$ cat config.mk
export PLATFORM = sky130hd
export DESIGN_NAME = leam_top
export DESIGN_NICKNAME = d
export VERILOG_FILES = /design/src/rtl/leam_xor.v /design/src/rtl/leam_align.v /design/src/rtl/leam_top.v
export VERILOG_INCLUDE_DIRS = /design/src /design/src/rtl
export SDC_FILE = /design/constraint.sdc
export NUM_CORES = 1
export LEC_CHECK = 0
export ABC_CLOCK_PERIOD_IN_PS = 8600
export BUFFER_PORTS_ARGS = -buffer_cell sky130_fd_sc_hd__buf_2
export CAP_MARGIN = 20
export CELL_PAD_IN_SITES_DETAIL_PLACEMENT = 1
export CELL_PAD_IN_SITES_GLOBAL_PLACEMENT = 1
export CORE_MARGIN = 4
export CORE_UTILIZATION = 30
export DETAILED_ROUTE_END_ITERATION = 12
export GPL_TIMING_DRIVEN = 1
export PLACE_DENSITY_LB_ADDON = 0.1
export SLEW_MARGIN = 20
export SYNTH_ARGS = -nofsm -noshare
export SYNTH_HDL_FRONTEND = slang
export SYNTH_HIERARCHICAL = 1
export SYNTH_SLANG_ARGS = --single-unit
$ cat constraint.sdc
create_clock -name clock_in -period 8.6 [get_ports clock_in]
set_clock_uncertainty 0.1 [all_clocks]
set_input_delay 0 -clock clock_in [delete_from_list [all_inputs] [get_ports clock_in]]
set_output_delay 0 -clock clock_in [all_outputs]
set_load 0.01 [all_outputs]
$ cat src/rtl/leam_regs.vh
/*
 * constants for the little-endian address munger: access widths, xor masks,
 * instruction kinds, machine state bit positions.
 * assumes inclusion by bare name from design files.
 */
`ifndef LEAM_REGS_VH
`define LEAM_REGS_VH

// ----------------------------------------------------------------
// access width codes
// ----------------------------------------------------------------
`define LEAM_W1        2'h0
`define LEAM_W2        2'h1
`define LEAM_W4        2'h2
`define LEAM_W8        2'h3

// ----------------------------------------------------------------
// low address xor masks
// ----------------------------------------------------------------
`define LEAM_X1        3'h7
`define LEAM_X2        3'h6
`define LEAM_X4        3'h4
`define LEAM_X8        3'h0

// ----------------------------------------------------------------
// access kinds
// ----------------------------------------------------------------
`define LEAM_K_SINGLE  2'h0
`define LEAM_K_STRING  2'h1
`define LEAM_K_MULTI   2'h2

// ----------------------------------------------------------------
// machine state bits, reset values and instruction step
// ----------------------------------------------------------------
`define LEAM_MSR_EM    0
`define LEAM_MSR_XE    1
`define LEAM_MSR_RST   2'h0
`define LEAM_INSN_STEP 32'h00000004
`define LEAM_PC_RST    32'h00000000

`endif

$ cat src/rtl/leam_xor.v
/*
 * width-dependent low address xor.
 * assumes width code and mode are stable in the same cycle.
 */
`timescale 1ns/1ps
`include "leam_regs.vh"
module leam_xor
(
	input  wire        le_in,
	input  wire [1:0]  width_in,
	input  wire [31:0] addr_in,
	output reg  [31:0] addr_out
);
	reg [2:0] mask;
	always @*
	begin
		case (width_in)
			`LEAM_W1: mask = `LEAM_X1;
			`LEAM_W2: mask = `LEAM_X2;
			`LEAM_W4: mask = `LEAM_X4;
			default:  mask = `LEAM_X8;
		endcase
		// big-endian leaves the address alone
		if (!le_in)
			mask = `LEAM_X8;
		addr_out = {addr_in[31:3], addr_in[2:0] ^ mask};
	end
endmodule

$ cat src/rtl/leam_align.v
/*
 * misalignment and little-endian exception check.
 * assumes the address is the unmodified effective address.
 */
`timescale 1ns/1ps
`include "leam_regs.vh"
module leam_align
#(
	parameter ALLOW_IN_DW = 0
)
(
	input  wire        le_in,
	input  wire [1:0]  width_in,
	input  wire [1:0]  kind_in,
	input  wire [31:0] addr_in,
	output reg         fault_out
);
	reg       mis;
	reg       span;
	reg [3:0] last;
	always @*
	begin
		// checked before the xor so the program view decides
		case (width_in)
			`LEAM_W1: mis = 1'b0;
			`LEAM_W2: mis = addr_in[0];
			`LEAM_W4: mis = |addr_in[1:0];
			default:  mis = |addr_in[2:0];
		endcase
		last = {1'b0, addr_in[2:0]} + ({2'h0, width_in} == 4'h3 ? 4'h7 :
			(4'h1 << width_in) - 4'h1);
		span = last[3];
		fault_out = 1'b0;
		if (le_in)
		begin
			if (kind_in == `LEAM_K_STRING)
				fault_out = 1'b1;
			else if (kind_in == `LEAM_K_MULTI)
				fault_out = 1'b1;
			else if (mis)
				// optional relaxation keeps faults only across doublewords
				fault_out = (ALLOW_IN_DW != 0) ? span : 1'b1;
		end
	end
endmodule

$ cat src/rtl/leam_top.v
/*
 * little-endian address munger: data address path, fetch address path,
 * branch and link handling, endian mode state.
 * assumes a synchronous core pipeline driving one request per cycle and
 * memory that takes the presented address and byte width as given.
 */
`timescale 1ns/1ps
`include "leam_regs.vh"
module leam_top
#(
	parameter ALLOW_IN_DW = 0
)
(
	input  wire        clock_in,
	input  wire        rst_in,
	// machine state write
	input  wire        msr_we_in,
	input  wire [1:0]  msr_wdata_in,
	output wire [1:0]  msr_out,
	output wire        little_endian_active_out,
	// data path
	input  wire        dreq_in,
	input  wire        dwrite_in,
	input  wire [1:0]  dwidth_in,
	input  wire [1:0]  dkind_in,
	input  wire [31:0] dea_in,
	input  wire [63:0] dwdata_in,
	output reg         mreq_out,
	output reg         mwrite_out,
	output reg  [1:0]  mwidth_out,
	output reg  [31:0] maddr_out,
	output reg  [63:0] mwdata_out,
	output reg         align_exc_out,
	// instruction path
	input  wire        fetch_in,
	input  wire        branch_in,
	input  wire        branch_abs_in,
	input  wire        branch_link_in,
	input  wire [31:0] branch_val_in,
	input  wire        exc_in,
	input  wire [31:0] exc_vector_in,
	output reg  [31:0] pc_out,
	output reg  [31:0] faddr_out,
	output reg         freq_out,
	output reg  [31:0] link_out,
	output reg         link_we_out,
	output reg  [31:0] saved_pc_out
);
	// ----------------------------------------------------------------
	// endian state
	// ----------------------------------------------------------------
	reg  [1:0]  machine_state_register_q;
	wire        endian_mode_bit;
	wire        exception_endian_bit;
	assign endian_mode_bit = machine_state_register_q[`LEAM_MSR_EM];
	assign exception_endian_bit = machine_state_register_q[`LEAM_MSR_XE];
	assign msr_out = machine_state_register_q;
	assign little_endian_active_out = endian_mode_bit;

	always @(posedge clock_in or posedge rst_in)
	begin
		if (rst_in)
			machine_state_register_q <= `LEAM_MSR_RST;
		else if (exc_in)
			// exception wins over a software write in the same cycle
			machine_state_register_q[`LEAM_MSR_EM] <= exception_endian_bit;
		else if (msr_we_in)
			machine_state_register_q <= msr_wdata_in;
	end

	// ----------------------------------------------------------------
	// data address path
	// ----------------------------------------------------------------
	wire [31:0] dmod;
	wire        dfault;

	leam_xor u_dxor
	(
		.le_in    (endian_mode_bit),
		.width_in (dwidth_in),
		.addr_in  (dea_in),
		.addr_out (dmod)
	);

	leam_align #(.ALLOW_IN_DW(ALLOW_IN_DW)) u_align
	(
		.le_in     (endian_mode_bit),
		.width_in  (dwidth_in),
		.kind_in   (dkind_in),
		.addr_in   (dea_in),
		.fault_out (dfault)
	);

	always @(posedge clock_in or posedge rst_in)
	begin
		if (rst_in)
		begin
			mreq_out      <= 1'b0;
			mwrite_out    <= 1'b0;
			mwidth_out    <= `LEAM_W1;
			maddr_out     <= `LEAM_PC_RST;
			mwdata_out    <= 64'h0000000000000000;
			align_exc_out <= 1'b0;
		end
		else
		begin
			// a faulting access never reaches memory
			mreq_out      <= dreq_in & ~dfault;
			mwrite_out    <= dwrite_in;
			mwidth_out    <= dwidth_in;
			maddr_out     <= dmod;
			mwdata_out    <= dwdata_in;
			align_exc_out <= dreq_in & dfault;
		end
	end

	// ----------------------------------------------------------------
	// instruction address path
	// ----------------------------------------------------------------
	reg  [31:0] pc_d;
	wire [31:0] pc_next_seq;
	wire [31:0] fmod;
	assign pc_next_seq = pc_out + `LEAM_INSN_STEP;

	always @*
	begin
		pc_d = pc_out;
		if (exc_in)
			pc_d = exc_vector_in;
		else if (branch_in)
			// displacement is between program-visible addresses
			pc_d = branch_abs_in ? branch_val_in : pc_out + branch_val_in;
		else if (fetch_in)
			pc_d = pc_next_seq;
	end

	// fetch uses the mode in force now; word xor is the only change.
	// instruction words pass through unswapped, stored big-endian.
	leam_xor u_fxor
	(
		.le_in    (endian_mode_bit),
		.width_in (`LEAM_W4),
		.addr_in  (pc_out),
		.addr_out (fmod)
	);

	always @(posedge clock_in or posedge rst_in)
	begin
		if (rst_in)
		begin
			pc_out       <= `LEAM_PC_RST;
			faddr_out    <= `LEAM_PC_RST;
			freq_out     <= 1'b0;
			link_out     <= `LEAM_PC_RST;
			link_we_out  <= 1'b0;
			saved_pc_out <= `LEAM_PC_RST;
		end
		else
		begin
			pc_out      <= pc_d;
			faddr_out   <= fmod;
			freq_out    <= fetch_in & ~exc_in;
			link_we_out <= branch_in & branch_link_in & ~exc_in;
			if (branch_in && branch_link_in && !exc_in)
				link_out <= pc_next_seq;
			if (exc_in)
				saved_pc_out <= pc_out;
		end
	end
endmodule

-- Word-level counts from Yosys, hierarchy flattened
Cells that the tools add are included.
- register bits after elaboration: 233
- input port bits: 176
- add/sub/neg operators: 2
- eq/ne operators: 4
- mux-type cells: 14
- bitwise gates (word level): 9
- reductions and logical operators: 9
- operators by type and width (kind ; number):
    two-way mux 32 bit ; 4
    adder 32 x 3 -> 32 bit, second input constant ; 1
    adder 32 bit ; 1
    one-hot mux 3 bit (3 select lines) ; 1
    two-way mux 1 bit ; 6
    two-way mux 3 bit ; 2
    bitwise XOR 3 bit ; 2
    bitwise AND 1 bit ; 5
    equality test 2 x 1 -> 1 bit, second input constant ; 2
    equality test 2 bit, second input constant ; 2
    one-hot mux 1 bit (3 select lines) ; 1
    nonzero test 3 bit ; 1
    OR reduction 3 bit ; 1
    logical AND 1 bit ; 2
    zero test 2 bit ; 1
    inverter 1 bit ; 2
    AND reduction 2 bit ; 1
    nonzero test 2 bit ; 1
    OR reduction 2 bit ; 1
    zero test 1 bit ; 1

-- Depth between registers and ports, before layout
Gate-level depths: netlist of run 1.
- depth in word-level cells: 8
- gate-level depth with buffers: 12
- depth with buffers taken out: 12

-- Hierarchy
Netlist of run 1, hierarchy kept.
- modules (own cells, without submodules) (module ; instances ; cells an instance ; area an instance (um2)):
    leam_top ; 1 ; 867 ; 9978.3
    leam_xor ; 2 ; 35 ; 270.3
    leam_align ; 1 ; 6 ; 35.0

-- Least setup slack after synthesis of run 1
No wires, ideal clock.
- path kind: register -> register
- from: reg pc_out[8]
- to: reg pc_out[21]
- arrival time: 2.539 ns
- setup slack: 5.838 ns
- stages on the path, launching flop included: 12
- cell sequence: dfrtp_1 ha_1 a21oi_2 o21ai_2 a2111oi_4 a21oi_1 or2_1 or3_1 a31oi_1 xnor2_1 a221oi_2 nor2_1
- word-level cells in the longest chain between the ends: 4
- RTL lines (what ; RTL line ; RTL):
    start, declared ; leam_top.v:42 ; output reg [31:0] pc_out,
    start signal, assigned ; leam_top.v:151 ; pc_out <= `LEAM_PC_RST;
    start signal, assigned ; leam_top.v:160 ; pc_out <= pc_d;
    adder 32 x 3 -> 32 bit (no line) or adder 32 bit (tied branches) ; n/a ;
    two-way mux 32 bit, on equally long branches ; leam_top.v:133, leam_top.v:132 ;
    two-way mux 32 bit * ; leam_top.v:130 ; else if (branch_in)
    two-way mux 32 bit * ; leam_top.v:128 ; if (exc_in)
Mark *: on every way between the ends. The rest lies on a longest branch, timed or not. The select of a mux whose other input is x is not followed.
A chain may end at the register's enable or synchronous reset.

-- Worst setup path after layout of run 1
- from: reg pc_out[0]
- to: reg pc_out[22]
The elaborated chain is that of the path after synthesis.

==> results.tsv, run 1 <==
metric	value	unit
first_pass_iters	4	
slew_violations	0	
yosys_warnings	6	
cts_tree	done	
drive_gt1_share	33.8	%
finalWorstSetupSlack	4290	ps
grt_use_total	21.6	%
drc_errors	0	
clockBufferDepth	3	
pre_cts_ws	5190	ps
r2r-end	pc_out[22]	
p_leak	7.43	nW
max-vdd-ir-drop	0.000121	V
cts_buffers	27	
drv_cap	0	
syn_inst	943	
cts_root_buf	clkbuf_16	
num_io_pins	410	
grt_pass1_wl	65200	um
path_max_fanout	6	
r2r_start	pc_out[0]	
antenna_found_initial	8	
synth_ff_type	dfrtp_1	
tns	0	ps
final_common_cell	buf_2	
period_share	50.1	%
synth.distinct_cells	73	
ys_async_sr_fraction	100	%
whs	13.4	ps
start_util	30.5	%
min_delay_path_depth	2	
wire_per_inst	21.4	um
die_w	196	um
cts_num_sinks	233	
utilization	45.3	%
slew_headroom	44.2	%
clk_pin_slew	60	ps
rows	68	
gp_congestion	0.838	
avgSynthCellArea	11.2	um^2
crit_type	reg -> reg	
synth_area	10600	um^2
ant_nets	0	
period_needed	4310	ps
ctsResizeCount	0	
grt_pass1_vias	10411	
viasPerCell	4.72	
r2r_slack	4290	ps
hp-class	in -> reg	
core-area	34600	um^2
worstSetupEndpoint	pc_out[22]	
crit_required	8910	ps
syn_to_final_growth	48.5	%
final-setup-viol-count	0	
cts_hold_buffers	218	
h-tree-depth	1	
dp_hpwl	28900	um
drt-total-wl	42600	um
outcome	finished, final reports clean	
cts_setup_buffers	0	
via_count	9370	
crit_path_start_kind	flip-flop	
final_nets	1721	
crit_path_end_kind	flip-flop	
fill_cells	3907	
rsz0062_at_grt	false	
layout_common_cells	408 x buf_2, 233 x dfrtp_1, 218 x dlygate4sd3_1	
die_h	196	um
max_freq	232	MHz
cp.arrival	4620	ps
synth_edf_count	0	
hold_viol	0	
synth-seq-cells	233	
crit_start	pc_out[0]	
dieArea	38200	um^2
drt_iter0_markers	286	
grt_max_degree	117	
ys_seq_area_share	55.2	%
gr-total-overflow	0	
portBuffers	409	
r2r_cells	13	
powerDensity	208	nW/um^2
clk-insertion-delay-late	530	ps
worstMarginPinSlew	838	ps
-- cell families (layout without fill, tap and decap cells) --
logic type / Yosys count / count (layout) / share of synthesized area, %
AOI/OAI and AO/OA: 208 / 208 / 13.0
adders and majority gates: 33 / 33 / 3.98
DFF: 233 / 233 / 55.2
xor gates and xnor gates: 66 / 66 / 5.48
other: 2 / 7 / 0.0712
buffers and inverters: 117 / 700 / 6.92
and+or+nand+nor: 240 / 240 / 10.8
muxes: 44 / 44 / 4.58
-- critical path, cell delays in order, from the launching register on --
cell and delay, ps:
dfrtp_1 460, ha_1 270, fa_1 430, nand3_1 140, a31oi_1 150, o211ai_1 370
a31o_2 240, nand3b_1 130, xnor2_1 150, o21ai_0 130, a2111oi_0 380, dlygate4sd3_1 610
nor3_1 50, dlygate4sd3_1 570
-- how the worst min path moves through the flow --
stage | start | to | slack (ps)
detailed placement | dwdata_in[30] | mwdata_out[30] | 10
finish | dea_in[14] | maddr_out[14] | 10
floorplan | dwdata_in[0] | mwdata_out[0] | -70
CTS | dwdata_in[47] | mwdata_out[47] | 0.2
global route | dwdata_in[57] | mwdata_out[57] | 6
global placement | dea_in[26] | maddr_out[26] | 8
-- per-layer routing --
layer	vias to the layer above	global-route usage, %	share of wire [%]
li1	4375	-	-
met1	4628	26.3	41
met2	289	38.6	51
met3	66	4.49	5.6
met4	12	6.18	2.6
met5	-	0	0.20
-- cells in the mapped netlist, types with 3 or more instances --
cell type / count / area share [%]
and4_1: 3 / 0.25
or3_1: 3 / 0.18
nand2_1: 92 / 3.3
nor2_1: 53 / 1.9
o21ai_0: 60 / 2.8
nor3_1: 11 / 0.52
clkbuf_1: 30 / 1.1
a22o_1: 4 / 0.33
mux2_2: 34 / 3.6
a221oi_1: 16 / 1.3
and3_1: 12 / 0.71
o21a_1: 4 / 0.28
xor2_1: 36 / 3.0
o211ai_1: 8 / 0.57
a31oi_1: 7 / 0.41
clkbuf_8: 6 / 0.78
a21oi_1: 47 / 2.2
o21bai_1: 7 / 0.50
o22ai_1: 7 / 0.41
a21o_1: 9 / 0.64
nor2b_1: 5 / 0.30
nand2b_1: 4 / 0.24
xnor2_1: 30 / 2.5
ha_1: 32 / 3.8
mux2i_1: 10 / 0.95
dfrtp_1: 233 / 55
nand4_1: 5 / 0.30
nand3b_1: 4 / 0.28
a211oi_1: 7 / 0.50
inv_1: 16 / 0.57
buf_4: 61 / 4.3
nand3_1: 29 / 1.4
and2_1: 4 / 0.24
-- area by class of cell --
class | instances | area (um^2) | share of cell area (%)
sequential | 233 | 5830 | 37.2
timing repair buffer | 638 | 4310 | 27.5
multi-input combinational | 596 | 4010 | 25.6
clock buffer | 38 | 777 | 4.96
tap | 455 | 569 | 3.63
clock inverter | 8 | 96.3 | 0.615
inverter | 16 | 67.6 | 0.431
antenna | 2 | 5.00 | 0.0319
-- report_power, final --
group / total (mW) / internal (mW) / leakage [nW] / switching [mW]
logic: 0.802 / 0.376 / 4.24 / 0.426
registers: 1.32 / 1.22 / 2.76 / 0.100
clock network: 1.14 / 0.684 / 0.430 / 0.453
total: 3.26 / 2.28 / 7.43 / 0.979
-- flip-flops by register name, indices dropped and copies added, names as in the netlist --
signal / flops
link_we_out: 1
msr_out: 2
saved_pc_out: 32
maddr_out: 32
link_out: 32
mreq_out: 1
mwidth_out: 2
align_exc_out: 1
pc_out: 32
faddr_out: 32
mwrite_out: 1
mwdata_out: 64
freq_out: 1
-- per-stage QoR --
| stage | area [um^2] | std cells | total power, mW |
|---|---|---|---|
| after floorplan | 10600 | 946 | 1.76 |
| after global placement | 12600 | 1720 | 2.04 |
| after detailed placement | 12600 | 1720 | 2.04 |
| after CTS | 15700 | 1984 | 3.30 |
| after global routing | 15700 | 1986 | 3.45 |
| final | 15700 | 1986 | 3.26 |
No activity file was read; power rests on OpenSTA's default activity.
==> run 2: changes to the inputs <==
Settings changed: ABC_AREA set to 1, ABC_CLOCK_PERIOD_IN_PS 8600 to 4200.
Clock period 8.6 ns to 4.2 ns, I/O delays scaled along.
==> run 2 against run 1 <==
- hold slack improved by 20 ps
- global-route usage rose by 5.5 points
- area after synthesis rose by 7.8%
- fmax rose by 15%
- sequential cell count did not move
- final cell count rose by 28%
- largest cell class unchanged
==> results.tsv, run 2 <==
metric	value	unit
rsz0062_at_grt	false	
cts_setup_buffers	0	
dieArea	41100	um^2
synth_ff_type	dfrtp_1	
max-vdd-ir-drop	0.000307	V
crit_required	4610	ps
synth.distinct_cells	43	
cts_tree	done	
antenna_found_initial	3	
grt_pass1_wl	85200	um
top_register	mwdata_out	
drt-total-wl	56700	um
ys_async_sr_fraction	100	%
powerDensity	429	nW/um^2
drc_errors	0	
clk_pin_slew	60	ps
synth_area	11400	um^2
clk-insertion-delay-late	580	ps
cts_root_buf	clkbuf_16	
synth_common_cells	433 x nand2_1, 233 x dfrtp_1, 164 x nor2_1	
die_h	203	um
worstMarginPinSlew	1020	ps
viasPerCell	4.65	
rows	71	
period_share	89.1	%
finalWorstSetupSlack	457	ps
final_common_cell	nand2_1	
crit_path_end_kind	flip-flop	
grt_use_total	27.1	%
largest_register_ffs	64	
ys_seq_area_share	51.3	%
via_count	11837	
core-area	37500	um^2
num_io_pins	410	
clockBufferDepth	3	
hold_viol	0	
avgSynthCellArea	8.25	um^2
dp_hpwl	39400	um
die_w	203	um
whs	33.2	ps
gp_congestion	0.849	
grt_max_degree	144	
cp.arrival	4150	ps
grt.busiest_layer	met2	
path_max_fanout	9	
start_util	30.3	%
seq_area	5830	um^2
h-tree-depth	1	
synth_edf_count	0	
fill_cells	4636	
outcome	finished, final reports clean	
period_needed	3740	ps
syn_to_final_growth	52.4	%
drv_cap	0	
grt_pass1_vias	13010	
drt_iter0_markers	579	
tns	0	ps
gr-total-overflow	0	
use_met2	48.4	%
crit_path_start_kind	flip-flop	
p_leak	8.99	nW
hp-class	in -> reg	
pre_cts_ws	1430	ps
synth.most_common_cell	nand2_1	
ant_nets	0	
yosysTopAreaCellShare	51.3	%
wire_per_inst	22.3	um
max_freq	267	MHz
portBuffers	409	
use_met3	4.68	%
drive_gt1_share	24.7	%
cts_num_sinks	233	
final_nets	2219	
ys_top_cells_by_area	dfrtp_1 51%, nand2_1 14%, nor2_1 5.4%	
power	7.43	mW
utilization	46.2	%
synth-seq-cells	233	
slew_headroom	31.8	%
gr-usage-met1	32.9	%
layout_common_cells	433 x nand2_1, 409 x buf_2, 271 x dlygate4sd3_1	
crit_type	reg -> reg	
synth_area_leader_cell	dfrtp_1	
first_pass_iters	5	
slew_violations	0	
syn_inst	1378	
cts_buffers	29	
yosys_warnings	6	
multi_input_area	4500	um^2
final-setup-viol-count	0	
run 2: path summary, 6_finish.rpt:
check / slack (ps) / start / cells after the start / end
setup / recovery: 460 / pc_out[2] / 10 / pc_out[18]
hold / removal: 30 / dea_in[27] / 2 / maddr_out[27]
setup reg to reg: 460 / pc_out[2] / 10 / pc_out[18]
hold reg to reg: 370 / saved_pc_out[30] / 2 / saved_pc_out[30]
max in group asynchronous: 2180 / rst_in / 5 / mreq_out
min in group asynchronous: 540 / rst_in / 4 / mwdata_out[7]
run 2: critical path, stage by stage, from the launching register on:
cell           delay (ps)
dfrtp_1               650
ha_1                  440
nand3_4               160
nor2_4                180
nand2_2               130
nor3_1                370
xor2_1                300
a21oi_1               110
dlygate4sd3_1         570
a21oi_1               130
dlygate4sd3_1         550
run 2: logic make-up (layout without fill, tap and decap cells):
kind of cell,after synthesis,count (layout),synth area share (%)
and+or+nand+nor,695,695,24.9
DFF,233,233,51.3
buffers and inverters,215,864,9.25
AOI/OAI and AO/OA,161,161,7.78
xor gates and xnor gates,38,38,2.93
adders and majority gates,33,33,3.70
other,2,8,0.0660
muxes,1,1,0.0990
run 2: per-stage QoR:
stage	instances	cell area, um^2
after floorplan	1382	11400
after global placement	2219	13600
after detailed placement	2219	13600
after CTS	2542	17300
after global routing	2544	17300
final	2544	17300
run 2: power by group:
part           leakage, nW  switching [mW]  internal (mW)
clock network        0.510            1.07           1.65
logic                 5.70            1.16          0.786
registers             2.78           0.268           2.50
total                 8.99            2.50           4.94
run 2: per-layer routing:
| layer | vias to the layer above | part of all wire [%] |
|---|---|---|
| met5 | - | 0 |
| met4 | 0 | 4.1 |
| met3 | 82 | 5.2 |
| met2 | 338 | 50 |
| met1 | 5861 | 40 |
| li1 | 5556 | - |
run 2: repair_timing:
item                                   4_1_cts  5_1_grt
gates resized for setup                      0        0
endpoints found under the hold margin      203        0
hold buffers                               271        0
run 2: final cells by class:
type / instances / share of cell area (%)
antenna: 2 / 0.0289
clock buffer: 35 / 4.55
tap: 511 / 3.69
sequential: 233 / 33.6
timing repair buffer: 694 / 28.1
multi-input combinational: 934 / 26.0
clock inverter: 17 / 1.38
inverter: 118 / 2.58
